### src/asbl_map.svh
// timing counts and widths for the asynchronous static memory host
`ifndef ASBL_MAP_SVH
`define ASBL_MAP_SVH
`define ASBL_CLK_PERIOD_NS 20
`define ASBL_ADDR_W 19
`define ASBL_DATA_W 16
// read cycle time and address to data valid, ns
`define ASBL_T_READ_NS 45
`define ASBL_RD_CYC \
  ((`ASBL_T_READ_NS + `ASBL_CLK_PERIOD_NS - 1) / `ASBL_CLK_PERIOD_NS)
// write pulse width, least, ns
`define ASBL_T_PWE_NS 35
// data setup to write end, ns
`define ASBL_T_DSETUP_NS 25
// strobe low to outputs floated, ns
`define ASBL_T_HZWE_NS 18
// strobe must cover setup plus float while outputs stay enabled
`define ASBL_WR_SUM_NS \
  ((`ASBL_T_PWE_NS > (`ASBL_T_DSETUP_NS + `ASBL_T_HZWE_NS)) ? \
  `ASBL_T_PWE_NS : (`ASBL_T_DSETUP_NS + `ASBL_T_HZWE_NS))
`define ASBL_WR_CYC \
  ((`ASBL_WR_SUM_NS + `ASBL_CLK_PERIOD_NS - 1) / `ASBL_CLK_PERIOD_NS)
// output float after read, ns
`define ASBL_T_HZ_NS 18
`define ASBL_TURN_CYC \
  ((`ASBL_T_HZ_NS + `ASBL_CLK_PERIOD_NS - 1) / `ASBL_CLK_PERIOD_NS)
`define ASBL_CNT_W 4
`endif

### src/asbl_pkg.sv
// types for the asynchronous static memory host
package asbl_pkg;
  typedef enum logic [2:0] {
    ASBL_IDLE = 3'b000,
    ASBL_READ = 3'b001,
    ASBL_WRITE = 3'b010,
    ASBL_HOLD = 3'b011,
    ASBL_TURN = 3'b100
  } asbl_state_e;
endpackage

### src/asbl_host.sv
// host controller for a 512K x 16 asynchronous static memory
`timescale 1ns/1ns
`default_nettype none
`include "asbl_map.svh"
module asbl_host
  import asbl_pkg::*;
#(
  parameter int AW = `ASBL_ADDR_W,
  parameter int DW = `ASBL_DATA_W,
  parameter int RD_CYC = `ASBL_RD_CYC,
  parameter int WR_CYC = `ASBL_WR_CYC,
  parameter int TURN_CYC = `ASBL_TURN_CYC
) (
  // clock and reset
  input wire logic CLK,
  input wire logic RST,
  // user request
  input wire logic REQ_VALID,
  output logic REQ_READY,
  input wire logic REQ_WRITE,
  input wire logic [AW-1:0] REQ_ADDR,
  input wire logic [DW-1:0] REQ_WDATA,
  input wire logic [1:0] REQ_LANE_N,
  // user answer
  output logic RSP_VALID,
  output logic [DW-1:0] RSP_RDATA,
  // memory pins
  output logic [AW-1:0] MEM_ADDR,
  output logic CHIP_SELECT_LOW_ACTIVE,
  output logic CHIP_SELECT_HIGH_ACTIVE,
  output logic MEM_WRITE_N,
  output logic MEM_OUTPUT_N,
  output logic UPPER_BYTE_LANE_N,
  output logic LOWER_BYTE_LANE_N,
  input wire logic [DW-1:0] MEM_DQ_IN,
  output logic [DW-1:0] MEM_DQ_OUT,
  output logic [DW-1:0] MEM_DQ_OE
);
  function automatic logic [`ASBL_CNT_W-1:0] cnt_of(input int n);
    cnt_of = (n < 1) ? `ASBL_CNT_W'(0) : `ASBL_CNT_W'(n - 1);
  endfunction

  asbl_state_e state_reg, state_next;
  logic [`ASBL_CNT_W-1:0] cnt_reg;
  logic [AW-1:0] addr_reg;
  logic [DW-1:0] wdata_reg;
  logic [1:0] lane_reg;
  logic drive_reg;
  logic cnt_done;
  logic capture;
  logic [1:0] lane_next;

  ////////////////////////////////////////////////////////////////////
  // sequencing
  assign cnt_done = (cnt_reg == '0);
  assign REQ_READY = (state_reg == ASBL_IDLE);
  // both lanes high would deselect, so such requests are widened
  always_comb begin
    state_next = state_reg;
    unique case (state_reg)
      ASBL_IDLE: begin
        if (REQ_VALID) begin
          state_next = REQ_WRITE ? ASBL_WRITE : ASBL_READ;
        end
      end
      ASBL_READ: begin
        if (cnt_done) begin
          state_next = ASBL_TURN;
        end
      end
      ASBL_WRITE: begin
        if (cnt_done) begin
          state_next = ASBL_HOLD;
        end
      end
      ASBL_HOLD: state_next = ASBL_IDLE;
      ASBL_TURN: begin
        if (cnt_done) begin
          state_next = ASBL_IDLE;
        end
      end
      default: state_next = ASBL_IDLE;
    endcase
  end

  always_ff @(posedge CLK or posedge RST) begin
    if (RST) begin
      state_reg <= ASBL_IDLE;
    end else begin
      state_reg <= state_next;
    end
  end

  always_ff @(posedge CLK or posedge RST) begin
    if (RST) begin
      cnt_reg <= '0;
    end else if (state_reg == ASBL_IDLE && REQ_VALID) begin
      // read waits two more cycles for the input synchroniser
      cnt_reg <= REQ_WRITE ? cnt_of(WR_CYC) : cnt_of(RD_CYC + 2);
    end else if (state_next == ASBL_TURN && state_reg == ASBL_READ) begin
      cnt_reg <= cnt_of(TURN_CYC);
    end else if (!cnt_done) begin
      cnt_reg <= cnt_reg - 1'b1;
    end
  end

  always_comb begin
    lane_next = lane_reg;
    if (state_reg == ASBL_IDLE && REQ_VALID) begin
      lane_next = (REQ_LANE_N == 2'h3) ? 2'h0 : REQ_LANE_N;
    end
  end

  always_ff @(posedge CLK or posedge RST) begin
    if (RST) begin
      addr_reg <= '0;
      wdata_reg <= '0;
      lane_reg <= 2'h3;
    end else if (state_reg == ASBL_IDLE && REQ_VALID) begin
      addr_reg <= REQ_ADDR;
      wdata_reg <= REQ_WDATA;
      lane_reg <= lane_next;
    end
  end

  ////////////////////////////////////////////////////////////////////
  // pins: selects always at a valid level, data held through HOLD
  assign MEM_ADDR = addr_reg;
  // strobes from flops: a decode glitch on a state change could write
  always_ff @(posedge CLK or posedge RST) begin
    if (RST) begin
      CHIP_SELECT_LOW_ACTIVE <= 1'b1;
      CHIP_SELECT_HIGH_ACTIVE <= 1'b0;
      MEM_WRITE_N <= 1'b1;
      MEM_OUTPUT_N <= 1'b1;
      UPPER_BYTE_LANE_N <= 1'b1;
      LOWER_BYTE_LANE_N <= 1'b1;
    end else begin
      CHIP_SELECT_LOW_ACTIVE <= (state_next == ASBL_IDLE);
      CHIP_SELECT_HIGH_ACTIVE <= (state_next != ASBL_IDLE);
      MEM_WRITE_N <= (state_next != ASBL_WRITE);
      MEM_OUTPUT_N <= (state_next != ASBL_READ);
      UPPER_BYTE_LANE_N <= (state_next == ASBL_IDLE) | lane_next[1];
      LOWER_BYTE_LANE_N <= (state_next == ASBL_IDLE) | lane_next[0];
    end
  end

  // drive only in write or its hold, never while reading or turning
  always_ff @(posedge CLK or posedge RST) begin
    if (RST) begin
      drive_reg <= 1'b0;
    end else begin
      drive_reg <= (state_next == ASBL_WRITE)
        || (state_next == ASBL_HOLD);
    end
  end

  assign capture = (state_reg == ASBL_READ) && cnt_done;

  asbl_lane_drv #(.DW(DW)) u_lane (
    .clk(CLK),
    .rst(RST),
    .drive(drive_reg),
    .capture(capture),
    .lane_n(lane_reg),
    .wdata(wdata_reg),
    .dq_in(MEM_DQ_IN),
    .dq_out(MEM_DQ_OUT),
    .dq_oe(MEM_DQ_OE),
    .rdata(RSP_RDATA)
  );

  always_ff @(posedge CLK or posedge RST) begin
    if (RST) begin
      RSP_VALID <= 1'b0;
    end else begin
      RSP_VALID <= capture;
    end
  end

  ////////////////////////////////////////////////////////////////////
  // checks
  property p_no_contend;
    @(posedge CLK) disable iff (RST)
    !MEM_OUTPUT_N |-> (MEM_DQ_OE == '0);
  endproperty
  a_no_contend: assert property (p_no_contend)
    else $error("bus contention");

  property p_read_strobe;
    @(posedge CLK) disable iff (RST)
    !MEM_OUTPUT_N |-> MEM_WRITE_N;
  endproperty
  a_read_strobe: assert property (p_read_strobe)
    else $error("strobe in read");

  property p_sel_valid;
    @(posedge CLK) disable iff (RST)
    CHIP_SELECT_LOW_ACTIVE != CHIP_SELECT_HIGH_ACTIVE;
  endproperty
  a_sel_valid: assert property (p_sel_valid)
    else $error("selects split");

  property p_wr_width;
    @(posedge CLK) disable iff (RST)
    $fell(MEM_WRITE_N) |-> !MEM_WRITE_N [*3];
  endproperty
  a_wr_width: assert property (p_wr_width)
    else $error("strobe too short");

  property p_hold_data;
    @(posedge CLK) disable iff (RST)
    $rose(MEM_WRITE_N) |-> (MEM_DQ_OE != '0) && $stable(MEM_DQ_OUT);
  endproperty
  a_hold_data: assert property (p_hold_data)
    else $error("data hold lost");

  property p_wr_overlap;
    @(posedge CLK) disable iff (RST)
    !MEM_WRITE_N |-> !CHIP_SELECT_LOW_ACTIVE && CHIP_SELECT_HIGH_ACTIVE
      && !(UPPER_BYTE_LANE_N && LOWER_BYTE_LANE_N);
  endproperty
  a_wr_overlap: assert property (p_wr_overlap)
    else $error("write no overlap");

  property p_rsp_after;
    @(posedge CLK) disable iff (RST)
    RSP_VALID |-> $past(!MEM_OUTPUT_N);
  endproperty
  a_rsp_after: assert property (p_rsp_after)
    else $error("answer early");

  property p_turn;
    @(posedge CLK) disable iff (RST)
    $rose(MEM_OUTPUT_N) |-> (MEM_DQ_OE == '0) [*1] ##1 (MEM_DQ_OE == '0);
  endproperty
  a_turn: assert property (p_turn)
    else $error("no turnaround");
endmodule
`default_nettype wire

### src/asbl_lane_drv.sv
// data pin drive on all lanes at once, capture per byte lane
`timescale 1ns/1ns
`default_nettype none
module asbl_lane_drv
  import asbl_pkg::*;
#(
  parameter int DW = 16
) (
  // clock
  input wire logic clk,
  input wire logic rst,
  // control
  input wire logic drive,
  input wire logic capture,
  input wire logic [1:0] lane_n,
  input wire logic [DW-1:0] wdata,
  // pins
  input wire logic [DW-1:0] dq_in,
  output logic [DW-1:0] dq_out,
  output logic [DW-1:0] dq_oe,
  // captured data
  output logic [DW-1:0] rdata
);
  localparam int HW = DW / 2;
  logic [DW-1:0] sync1_reg, sync2_reg, sync3_reg;
  assign dq_out = wdata;
  assign dq_oe = drive ? {DW{1'b1}} : {DW{1'b0}};
  always_ff @(posedge clk or posedge rst) begin
    if (rst) begin
      sync1_reg <= '0;
      sync2_reg <= '0;
      sync3_reg <= '0;
    end else begin
      sync1_reg <= dq_in;
      sync2_reg <= sync1_reg;
      sync3_reg <= sync2_reg;
    end
  end
  // unenabled lanes float, so keep old byte rather than noise
  always_ff @(posedge clk or posedge rst) begin
    if (rst) begin
      rdata <= '0;
    end else if (capture) begin
      if (!lane_n[0] && sync2_reg[HW-1:0] == sync3_reg[HW-1:0]) begin
        rdata[HW-1:0] <= sync3_reg[HW-1:0];
      end
      if (!lane_n[1] && sync2_reg[DW-1:HW] == sync3_reg[DW-1:HW]) begin
        rdata[DW-1:HW] <= sync3_reg[DW-1:HW];
      end
    end
  end
endmodule
`default_nettype wire

### config.mk
export PLATFORM = sky130hd
export DESIGN_NAME = asbl_host
export DESIGN_NICKNAME = d
export VERILOG_FILES = /design/src/asbl_pkg.sv /design/src/asbl_host.sv /design/src/asbl_lane_drv.sv
export VERILOG_INCLUDE_DIRS = /design/src /design/src/src
export SDC_FILE = /design/constraint.sdc
export NUM_CORES = 1
export LEC_CHECK = 0
export BUFFER_PORTS_ARGS = -buffer_cell sky130_fd_sc_hd__clkbuf_2
export CAP_MARGIN = 20
export CELL_PAD_IN_SITES_DETAIL_PLACEMENT = 1
export CELL_PAD_IN_SITES_GLOBAL_PLACEMENT = 2
export CORE_MARGIN = 1.5
export CORE_UTILIZATION = 34
export DETAILED_ROUTE_END_ITERATION = 10
export PLACE_DENSITY_LB_ADDON = 0.1
export RECOVER_POWER = 100
export SYNTH_ARGS = -nofsm -noshare
export SYNTH_HDL_FRONTEND = slang
export SYNTH_SLANG_ARGS = --single-unit
### constraint.sdc
create_clock -name CLK -period 7.24 [get_ports CLK]
set_input_delay 1.448 -clock CLK [delete_from_list [all_inputs] [get_ports CLK]]
set_output_delay 1.448 -clock CLK [all_outputs]
set_load 0.02 [all_outputs]
After elaboration in Yosys (flattened, before gate mapping). Index checks and enable logic that the tools add are counted.

Input port bits: 57. Output and inout bits: 75. Register bits: 116.

Mux-type cells: 13. Eq/ne operators: 12. Bitwise gates (word level): 2. Reductions and logical operators: 14. Add/subtract/negate cells: 1.

Operators with widths (number): 8-bit equality test (2); 16-bit two-way mux (1); 3-bit two-way mux (5); 4-bit two-way mux (3); 3-bit one-hot mux with 4 select lines (1); 3-bit by 2-bit equality test with 1-bit output (second input constant) (3); 3-bit equality test (second input constant) (2); 3-bit logical NOT (2); 2-bit two-way mux (3); 3-bit by 1-bit inequality test with 1-bit output (second input constant) (2); 1-bit logical AND (5); 4-bit logical NOT (1); 2-bit AND reduction (2); 4-bit by 1-bit subtractor with 4-bit output (second input constant) (1); 3-bit by 1-bit equality test with 1-bit output (second input constant) (1); 3-bit by 2-bit inequality test with 1-bit output (second input constant) (1); 3-bit nonzero test (1); 2-bit equality test (second input constant) (1); 1-bit logical NOT (2); 1-bit OR (2); 1-bit logical OR (1).

Depth between registers and ports, before layout. Gate-level depths: netlist of the first run.

Depth in word-level cells: 7. Depth in mapped cells: 7. Mapped depth without buffers: 6.

Cells and area by module. From an unflattened synthesis of the first run, not the netlist that was laid out.

Cell total of the unflattened synthesis: 357. Area, all modules: 4327.9 um^2.

Modules (own cells, without submodules): asbl_lane_drv (seq. area each 1601.5 um^2, cells each 137, instances 1, area each 2235.9 um^2); asbl_host (seq. area each 1310.0 um^2, cells each 220, instances 1, area each 2092.0 um^2).

Worst setup path after synthesis of the first run. Ideal clock, no wire load.

Path kind: register -> output. Start point: register state_reg[2]. End point: output REQ_READY. Buffers on the path: 1. Cell stages (with the launch flop): 3. Required time: 5792 ps. Path slack: 4768 ps. Arrival time: 1024 ps. Path through: dfrtp_1 buf_2 nor3_1.

Longest elaborated chain between the ends: 1.

RTL lines: start, declared (line asbl_host.sv:43) `asbl_state_e state_reg, state_next;`; start signal, assigned (line asbl_host.sv:90) `state_reg <= state_next;`; 3-bit logical NOT (line asbl_host.sv:56) `assign REQ_READY = (state_reg == ASBL_IDLE);`; end, declared (line asbl_host.sv:19) `output logic REQ_READY,`.

No other way between the ends.

Final worst setup path of the first run.
Start point: input REQ_VALID. End point: register wdata_reg[3].

Longest elaborated chain between the ends: 1.

RTL lines: start, declared (line asbl_host.sv:18) `input wire logic REQ_VALID,`; 1-bit logical AND (line asbl_host.sv:119) `end else if (state_reg == ASBL_IDLE && REQ_VALID) begin`; end signal, assigned (line asbl_host.sv:117) `wdata_reg <= '0;`; end signal, assigned (line asbl_host.sv:121) `wdata_reg <= REQ_WDATA;`; end, declared (line asbl_host.sv:46) `logic [DW-1:0] wdata_reg;`.

No other way between the ends. A chain may end at the register's enable or synchronous reset.

==> results_dict.tcl, run 1 <==
set metrics [dict create \
    hp-start "u_lane.sync1_reg[10]$_DFF_PP0_" \
    via_per_inst 4.46 \
    utilization 0.444 \
    cp.arrival_ns 3.54 \
    postRouteAntennaNets 0 \
    synth_edf_count 0 \
    r2r-end "wdata_reg[3]$_DFFE_PP0P_" \
    critPathSlowestCell "and2_0" \
    worstPathCellList "clkbuf_1 -> and2_0 -> clkbuf_1 -> nand2_1 -> nand2_1" \
    initial_core_util 0.349 \
    fin_skew_ns 0.00876 \
    io_buffer_count 131 \
    critPathKind "input port to flop" \
    postCtsResizedCells 0 \
    gp_congestion 0.752 \
    cts_made_buffers 17 \
    clkTransAtPathRegs_ns 0.05 \
    fin_setup_tns_ns 0 \
    pwr-share-seq 0.382 \
    drv_slew 46 \
    grtUsageMet3 0.0545 \
    fp.dieArea_um2 13000 \
    p_leak_nw 2.63 \
    syn_nets 398 \
    whs_endpoint "u_lane.sync2_reg[10]$_DFF_PP0_" \
    grt_busiest_layer "met2" \
    hp-class "flop to flop" \
    drc_errors 0 \
    drive_gt1_frac 0.230 \
    synth_most_common_cell "nand2_1" \
    holdWs_ns 0.346 \
    routedWlPerCell_um 13.9 \
    ys_seq_area_frac 0.694 \
    grt_pass1_vias 3080 \
    ios 132 \
    hold_viol 0 \
    synth-main-ff-cell "dfrtp_1" \
    netlist_instances 340 \
    finalCriticalPeriod_ns 3.19 \
    syn_area_um2 4200 \
    synthToLayoutAreaGrowth_pct 27.0 \
    rsz0062_at_grt "no" \
    holdBufCountCts 0 \
    holdPathStages 0 \
    fp.coreArea_um2 12000 \
    drtIter0Drc 84 \
    ys_async_sr_fraction 1.00 \
    fp.dieH_um 114 \
    synthDistinctLibCells 29 \
    max_stage_delay_ns 0.89 \
    grt_pass1_wl_um 14700 \
    antennaDiodeCount 0 \
    power_frac_comb 0.270 \
    hpwl_um 5940 \
    cp-end-kind "flop" \
    clock.fmax_ghz 0.313 \
    p_switching_uw 856 \
    grt_use_met1 0.184 \
    finalSetupViolations 0 \
    row_count 40 \
    critPathMaxFanout 21 \
    fillers 1338 \
    period_share 0.441 \
    final_nets 523 \
    maxSlewHeadroom -0.369 \
    first_pass_iters 4 \
    ir_worst_vdd_uv 198 \
    yosysTopAreaCell "dfrtp_1" \
    synth_top_cell_area_share 0.650 \
    worstMarginPinSlew_ns 2.04 \
    synthTopCellsByArea "dfrtp_1 (65%), nand2_1 (10%), dfstp_2 (4.4%), mux2_2 (4.0%), xor2_1 (3.5%)" \
    clk_path_buf_depth 2 \
    grtUsageMet2 0.232 \
    worstSkewPairLatency_ns 0.41 \
    crit_required_ns 7.59 \
    power_switching_share 0.355 \
    grt_max_degree 73 \
    ys_warn_count 0 \
    cts_sinks 116 \
    via_count 2785 \
    track_usage 0.152 \
    cts_root_buf "clkbuf_16" \
    synth_commonest_cells "nand2_1 (112), dfrtp_1 (109), buf_4 (17), xor2_1 (17), mux2_2 (15)" \
    cts_tree "built" \
    crit_path_start_kind "input port" \
    gr-total-overflow 0 \
    p_int_mw 1.55 \
    rrSetupSlack_ns 4.39 \
    reg2regPathDepth 5 \
    status "complete, but fails checks" \
    largest_register_ff_count 19 \
    post_cts_buffers 0 \
    p_per_area_nw_per_um2 452 \
    antenna_found_initial 0 \
    rr_startpoint "state_reg[0]$_DFF_PP0_" \
    ys_seq_elements 116 \
    power_mw 2.41 \
    dieWidth_um 114 \
    violations "capacitance limit, slew limit" \
    cap_viol_max_count 1 \
    htreeDepth 4 \
    p_clk_frac 0.349 \
    drt_wl_total_um 8690 \
    syn_area_per_cell_um2 12.3 \
]
==> worst max-delay path by stage <==
stage	start	endpoint	slack, ns	cells after the start
CTS	state_reg[0]$_DFF_PP0_	REQ_READY	4.29	2
detailed placement	RST	u_lane.sync3_reg[9]$_DFF_PP0_	4.29	3
floorplan	RST	CHIP_SELECT_HIGH_ACTIVE$_DFF_PP0_	2.73	1
global route	RST	u_lane.rdata[5]$_DFFE_PP0P_	3.58	3
global placement	RST	u_lane.sync1_reg[4]$_DFF_PP0_	4.33	3
finish	REQ_VALID	wdata_reg[3]$_DFFE_PP0P_	4.05	5
==> cells in the final DEF, fill, tap and decap left out, types with 3 or more instances in the layout <==
master / Yosys / final
clkinv_2: 0 / 4
mux2_2: 15 / 14
clkbuf_1: 6 / 82
dfstp_2: 7 / 7
clkinv_4: 0 / 3
clkinvlp_4: 0 / 3
nand3_1: 3 / 3
nand3b_1: 4 / 4
o21ai_0: 4 / 4
nand2_1: 112 / 112
xor2_1: 17 / 17
a21oi_1: 5 / 5
inv_1: 4 / 3
nor2_1: 6 / 6
nor3_1: 8 / 8
clkbuf_2: 0 / 52
clkbuf_16: 0 / 17
bufinv_16: 0 / 3
dfrtp_1: 109 / 109
==> critical path, delay by kind of cell <==
family,cells,cell delay [ns]
AND/OR/NAND/NOR,3,1.14
buffers and inverters,2,0.93
==> layer usage <==
layer	vias to the layer above	share of wire
met5	-	0
met4	0	0.033
met3	24	0.068
met2	91	0.47
met1	1347	0.43
li1	1323	-
==> area by class of cell <==
type                       count  area, µm²  share of cell area
inverter                       4       16.3             0.00305
clock buffer                  19        443              0.0831
timing repair buffer         134        572               0.107
sequential                   116       2910               0.546
clock inverter                13        159              0.0298
tap                          147        184              0.0345
multi-input combinational    192       1040               0.196
==> power by group through the flow <==
stage / Combinational (mW) / Sequential [mW] / Clock, mW
2_1_floorplan: 0.401 / 1.05 / 0
3_3_place_gp: 0.697 / 0.935 / 0
3_5_place_dp: 0.714 / 0.935 / 0
4_1_cts: 0.715 / 0.928 / 0.863
5_1_grt: 0.737 / 0.945 / 0.894
6_report: 0.650 / 0.920 / 0.841
==> logic make-up after synthesis <==
logic type | after synthesis | share of synthesized area
and+or+nand+nor | 145 | 0.157
DFF | 116 | 0.694
buffers and inverters | 32 | 0.0468
xor gates and xnor gates | 19 | 0.0396
muxes | 16 | 0.0438
AOI/OAI and AO/OA | 11 | 0.0158
adders and majority gates | 1 | 0.00298
==> through the flow <==
stage,area (µm²),cells,worst slack (ns)
finish,5330,625,4.05
global route,5330,625,3.58
CTS,5480,625,4.29
detailed placement,4880,593,4.29
global placement,4880,593,4.33
floorplan,4200,340,2.73
Note: power is estimated with default switching activity, not from simulation.
==> run 2: changes to the inputs <==
--- a/config.mk
+++ b/config.mk
@@ -11,7 +11,7 @@
 export CELL_PAD_IN_SITES_DETAIL_PLACEMENT = 1
 export CELL_PAD_IN_SITES_GLOBAL_PLACEMENT = 2
 export CORE_MARGIN = 1.5
-export CORE_UTILIZATION = 34
+export CORE_UTILIZATION = 29
 export DETAILED_ROUTE_END_ITERATION = 10
 export PLACE_DENSITY_LB_ADDON = 0.1
 export RECOVER_POWER = 100
==> constraint.sdc (replaced) <==
create_clock -name CLK -period 2.6 [get_ports CLK]
set_input_delay 0.52 -clock CLK [delete_from_list [all_inputs] [get_ports CLK]]
set_output_delay 0.52 -clock CLK [all_outputs]
set_load 0.02 [all_outputs]
==> run 2 against run 1 <==
Against the previous run: largest cell class unchanged; cell count grew 5.8%; the flow finishes with violations (capacitance limit); setup slack lost 3.6 ns; wire length grew 5.4%.
==> results_dict.tcl, run 2 (same netlist as run 1, synthesis figures left out) <==
set metrics [dict create \
    status "complete, but fails checks" \
    violations "capacitance limit" \
    postRouteAntennaNets 0 \
    worstSkewPairLatency_ns 0.40 \
    gp_congestion 0.728 \
    largest_register_ff_count 19 \
    crit_path_start_kind "flop" \
    critPathMaxFanout 8 \
    drc_errors 0 \
    final_common_cell "nand2_1" \
    cts_tree "built" \
    cp.arrival_ns 2.38 \
    clk_path_buf_depth 2 \
    drive_gt1_frac 0.249 \
    postCtsResizedCells 0 \
    grt_pass1_wl_um 15000 \
    fp.dieArea_um2 15200 \
    p_leak_nw 2.64 \
    worstMarginPinSlew_ns 1.48 \
    rr_startpoint "cnt_reg[0]$_DFFE_PP0P_" \
    drtIter0Drc 93 \
    finalSetupViolations 0 \
    hold_viol 0 \
    hp-class "input port to flop" \
    via_count 2756 \
    grt_max_degree 36 \
    p_per_area_nw_per_um2 1200 \
    fin_skew_ns 0.00773 \
    fp.coreArea_um2 14000 \
    via_per_inst 4.17 \
    rsz0062_at_grt "no" \
    hpwl_um 6360 \
    cts_root_buf "clkbuf_16" \
    crit_required_ns 2.88 \
    critPathLaunch "cnt_reg[0]$_DFFE_PP0P_" \
    final_cell_mix "nand2_1 (112), dfrtp_1 (109), clkbuf_1 (79)" \
    final_nets 527 \
    htreeDepth 4 \
    cts_made_buffers 17 \
    ir_worst_vdd_uv 516 \
    ios 132 \
    io_buffer_count 131 \
    period_share 0.810 \
    gr-total-overflow 0 \
    post_cts_buffers 0 \
    critPathKind "flop to flop" \
    antenna_found_initial 0 \
    finalCriticalPeriod_ns 2.11 \
    fp.dieH_um 123 \
    synthToLayoutAreaGrowth_pct 28.0 \
    drt_wl_total_um 9160 \
    routedWlPerCell_um 13.9 \
    first_pass_iters 6 \
    cts_sinks 116 \
    antennaDiodeCount 0 \
    cap_viol_max_count 1 \
    initial_core_util 0.300 \
    hp-start "MEM_DQ_IN[5]" \
    holdBufCountCts 0 \
    cp-end-kind "flop" \
    drv_slew 0 \
    grt_pass1_vias 3000 \
    clkTransAtPathRegs_ns 0.05 \
    row_count 43 \
    maxSlewHeadroom 0.00872 \
    fillers 1600 \
    fin_setup_tns_ns 0 \
    track_usage 0.133 \
    clock.fmax_ghz 0.475 \
    dieWidth_um 123 \
    power_mw 6.47 \
]
run 2: path summary, 6_finish.rpt:
| check | endpoint | slack, ns | cells after the start |
|---|---|---|---|
| worst max-delay path | u_lane.rdata[12]$_DFFE_PP0P_ | 0.49 | 6 |
| worst min-delay path | u_lane.sync1_reg[5]$_DFF_PP0_ | 0.22 | 1 |
| worst max register to register | u_lane.rdata[12]$_DFFE_PP0P_ | 0.49 | 6 |
| worst min register to register | u_lane.sync2_reg[13]$_DFF_PP0_ | 0.35 | 0 |
| max in group asynchronous | wdata_reg[9]$_DFFE_PP0P_ | 0.67 | 3 |
| min in group asynchronous | u_lane.sync1_reg[0]$_DFF_PP0_ | 0.44 | 2 |
run 2: per-stage QoR:
| stage | util | instances | setup WS (ns) | hold slack (ns) | area [µm²] |
|---|---|---|---|---|---|
| 2_1_floorplan | - | 340 | 0.672 | 0.331 | 4200 |
| 3_3_place_gp | 0.357 | 630 | 0.566 | 0.332 | 4990 |
| 3_5_place_dp | 0.357 | 630 | 0.483 | 0.336 | 4990 |
| 4_1_cts | 0.394 | 661 | 0.455 | 0.205 | 5510 |
| 5_1_grt | 0.384 | 661 | 0.308 | 0.197 | 5370 |
| 6_report | 0.384 | 661 | 0.493 | 0.225 | 5370 |
run 2: area by class of cell:
type,count,area [µm²],share of cell area
clock buffer,19,433,0.0806
clock inverter,12,85.1,0.0158
inverter,4,16.3,0.00303
multi-input combinational,192,1090,0.202
sequential,116,2910,0.542
tap,180,225,0.0419
timing repair buffer,138,614,0.114
run 2: worst max-delay path, stage by stage (launching register included):
cell,delay (ns)
dfrtp_1,0.37
inv_1,0.09
ha_1,0.20
nor3b_4,0.30
and3_1,0.43
nand4_4,0.23
mux2_1,0.36
run 2: where the power goes:
part | leakage [nW] | switching, mW | internal [mW]
Sequential | 1.42 | 0.283 | 2.28
Combinational | 0.976 | 1.32 | 0.574
Clock | 0.245 | 0.812 | 1.21
Total | 2.64 | 2.41 | 4.06
run 2: layer usage:
| layer | GRT usage | routed length [µm] |
|---|---|---|
| met5 | 0 | 0 |
| met4 | 0.0474 | 92 |
| met3 | 0.0609 | 749 |
| met2 | 0.209 | 4420 |
| met1 | 0.162 | 3900 |
==> run 3: changes to the inputs <==
--- a/config.mk
+++ b/config.mk
@@ -6,12 +6,13 @@
 export SDC_FILE = /design/constraint.sdc
 export NUM_CORES = 1
 export LEC_CHECK = 0
+export ABC_AREA = 1
 export BUFFER_PORTS_ARGS = -buffer_cell sky130_fd_sc_hd__clkbuf_2
 export CAP_MARGIN = 20
 export CELL_PAD_IN_SITES_DETAIL_PLACEMENT = 1
 export CELL_PAD_IN_SITES_GLOBAL_PLACEMENT = 2
 export CORE_MARGIN = 1.5
-export CORE_UTILIZATION = 29
+export CORE_UTILIZATION = 31
 export DETAILED_ROUTE_END_ITERATION = 10
 export PLACE_DENSITY_LB_ADDON = 0.1
 export RECOVER_POWER = 100
==> constraint.sdc (replaced) <==
create_clock -name CLK -period 2.17 [get_ports CLK]
set_input_delay 0.434 -clock CLK [delete_from_list [all_inputs] [get_ports CLK]]
set_output_delay 0.434 -clock CLK [all_outputs]
set_load 0.02 [all_outputs]
==> run 3 against run 2 <==
Against the previous run: the flow now finishes without violations; first-iteration DRC count increased by 27%; via count increased by 20%; critical path depth decreased by 2; die area increased by 0.51%; sequential share of layout area decreased by 3.2 points; hold slack got worse by 0.093 ns.
==> results_dict.tcl, run 3 <==
set metrics [dict create \
    status "complete, no violations" \
    layout.area.seq_um2 2910 \
    crit_required_ns 1.74 \
    r2r-end "u_lane.rdata[15]$_DFFE_PP0P_" \
    ys_seq_area_frac 0.645 \
    clkTransAtPathRegs_ns 0.05 \
    final_nets 648 \
    antennaDiodeCount 0 \
    synth-adder-area-share 0.00277 \
    finalCriticalPeriod_ns 1.85 \
    io_buffer_count 131 \
    hpwl_um 7210 \
    dpl_cell_area_um2 5250 \
    critPathSlowestCell "dfrtp_1" \
    p_leak_nw 3.10 \
    largest_register_ff_count 19 \
    cp-end-kind "primary output" \
    grt_pass1_wl_um 16900 \
    synthTopCellsByArea "dfrtp_1 (60%), nand2_1 (16%), inv_1 (4.4%), dfstp_2 (4.1%), buf_4 (2.8%)" \
    yosysTopAreaCell "dfrtp_1" \
    synthDistinctLibCells 23 \
    fp.dieArea_um2 15300 \
    first_pass_iters 4 \
    row_count 43 \
    grt_pass1_vias 3571 \
    rr_startpoint "cnt_reg[0]$_DFFE_PP0P_" \
    fin_setup_tns_ns 0 \
    crit_path_start_kind "flop" \
    postRouteAntennaNets 0 \
    synth_compound_gate_area_share 0.00832 \
    crit_family "flip-flops" \
    fp.coreArea_um2 14000 \
    synth_commonest_cells "nand2_1 (194), dfrtp_1 (109), inv_1 (53)" \
    synth_edf_count 0 \
    rsz0062_at_grt "no" \
    gr-total-overflow 0 \
    drv_slew 0 \
    post_cts_buffers 0 \
    drtIter0Drc 118 \
    drive_gt1_frac 0.181 \
    synth_most_common_cell "nand2_1" \
    p_per_area_nw_per_um2 1390 \
    cts_root_buf "clkbuf_16" \
    ys_seq_elements 116 \
    clock.fmax_ghz 0.541 \
    ios 132 \
    final_cell_area_um2 5710 \
    netlist_instances 458 \
    rrSetupSlack_ns 0.37 \
    finalSetupViolations 0 \
    dieWidth_um 124 \
    cts_tree "built" \
    initial_core_util 0.321 \
    critPathKind "flop to primary output" \
    worstSkewPairLatency_ns 0.40 \
    ir_worst_vdd_uv 585 \
    grt_max_degree 70 \
    via_count 3318 \
    period_share 0.852 \
    synth_top_family_by_area "simple AND/OR/NAND/NOR gates" \
    fin_skew_ns 0.00701 \
    final_common_cell "nand2_1" \
    postCtsResizedCells 0 \
    hp-start "MEM_DQ_IN[9]" \
    synth-main-ff-cell "dfrtp_1" \
    htreeDepth 4 \
    final_cell_mix "nand2_1 (195), dfrtp_1 (109), clkbuf_1 (81)" \
    synth_top_cell_area_share 0.605 \
    crit_buf_inv 2 \
    fillers 1693 \
    hp-class "input port to flop" \
    max_stage_delay_ns 0.40 \
    antenna_found_initial 0 \
    via_per_inst 4.24 \
    cp.arrival_ns 1.42 \
    synth-simple-area-share 0.244 \
    worstMarginPinSlew_ns 0.681 \
    hold_viol 0 \
    drt_wl_total_um 10200 \
    cp_num_cells 4 \
    track_usage 0.146 \
    ys_async_sr_fraction 1.00 \
    synth_mux_area_frac 0 \
    critPathMaxFanout 4 \
    syn_area_um2 4510 \
    holdPathStages 1 \
    cap_viol_max_count 0 \
    cts_sinks 116 \
    multi_input_area_um2 1170 \
    syn_area_per_cell_um2 9.85 \
    worstPathCellList "nor2_1 -> nand2_4 -> inv_1 -> clkbuf_2" \
    synth_xor_area_frac 0.00777 \
    syn_nets 516 \
    routedWlPerCell_um 13.0 \
    whs_endpoint "u_lane.sync1_reg[9]$_DFF_PP0_" \
    clk_path_buf_depth 2 \
    maxSlewHeadroom 0.544 \
    reg2regPathDepth 9 \
    synthToLayoutAreaGrowth_pct 26.6 \
    cts_made_buffers 17 \
    ys_warn_count 0 \
    gp_congestion 0.790 \
    fp.dieH_um 124 \
    drc_errors 0 \
]
run 3: changes by cell type after synthesis, moves of 7 or more:
cell     delta
nand3_1    +14
nand4_1     +9
nor2_1      +7
mux2_2     -15
nor3_1      -7
xor2_1     -13
inv_1      +49
nand2_1    +82
run 3: kinds of logic after synthesis:
family | Yosys count
XOR/XNOR | 4
AND/OR/NAND/NOR | 251
adder cells (fa/ha/maj) | 1
flip-flops | 116
AO/OA/AOI/OAI | 7
buffers and inverters | 79
run 3: worst register-to-register path, delay by kind of cell, from the launching register on:
family	cells	cell delay (ns)
adder cells (fa/ha/maj)	1	0.21
buffers and inverters	1	0.10
flip-flops	1	0.36
AND/OR/NAND/NOR	7	1.02
run 3: worst max-delay path by stage:
stage / from / end / slack, ns
6_report: state_reg[1]$_DFF_PP0_ / REQ_READY / 0.32
5_1_grt: state_reg[1]$_DFF_PP0_ / REQ_READY / 0.20
4_1_cts: state_reg[1]$_DFF_PP0_ / REQ_READY / 0.41
3_5_place_dp: cnt_reg[0]$_DFFE_PP0P_ / u_lane.rdata[4]$_DFFE_PP0P_ / 0.50
3_3_place_gp: state_reg[1]$_DFF_PP0_ / cnt_reg[1]$_DFFE_PP0P_ / 0.62
2_1_floorplan: RST / CHIP_SELECT_HIGH_ACTIVE$_DFF_PP0_ / 0.33
run 3: where the power goes:
part | leakage, nW | internal, mW | total [mW] | switching, mW
Sequential | 1.42 | 2.72 | 3.01 | 0.293
Combinational | 1.40 | 0.622 | 2.32 | 1.69
Clock | 0.278 | 1.72 | 2.62 | 0.900
Total | 3.10 | 5.06 | 7.95 | 2.89
run 3: per-layer routing:
layer | GRT usage | share of wire
met1 | 0.164 | 0.41
met4 | 0.0618 | 0.018
met3 | 0.0641 | 0.075
met2 | 0.243 | 0.49
met5 | 0 | 0
run 3: metrics by stage:
stage	cells	utilization	hold WS (ns)	total power [mW]	worst slack, ns
final	783	0.407	0.132	7.95	0.320
after global routing	783	0.407	0.108	8.49	0.200
after CTS	783	0.415	0.106	8.28	0.410
after detailed placement	750	0.374	0.336	5.57	0.500
after global placement	750	0.374	0.332	5.52	0.623
after floorplan	458	-	0.331	4.94	0.328
run 3: area by class of cell:
cell class	instances	share of cell area
flip-flops and latches	116	0.510
clock buffers	28	0.0905
well taps	180	0.0394
inverters	55	0.0364
multi-input cells	263	0.205
clock inverters	4	0.00789
repair buffers	137	0.111
run 3: repair_timing:
item | CTS | global route
hold buffers | 1 | 0
endpoints found under the hold margin | 11 | 0
setup endpoints to repair | 0 | 0
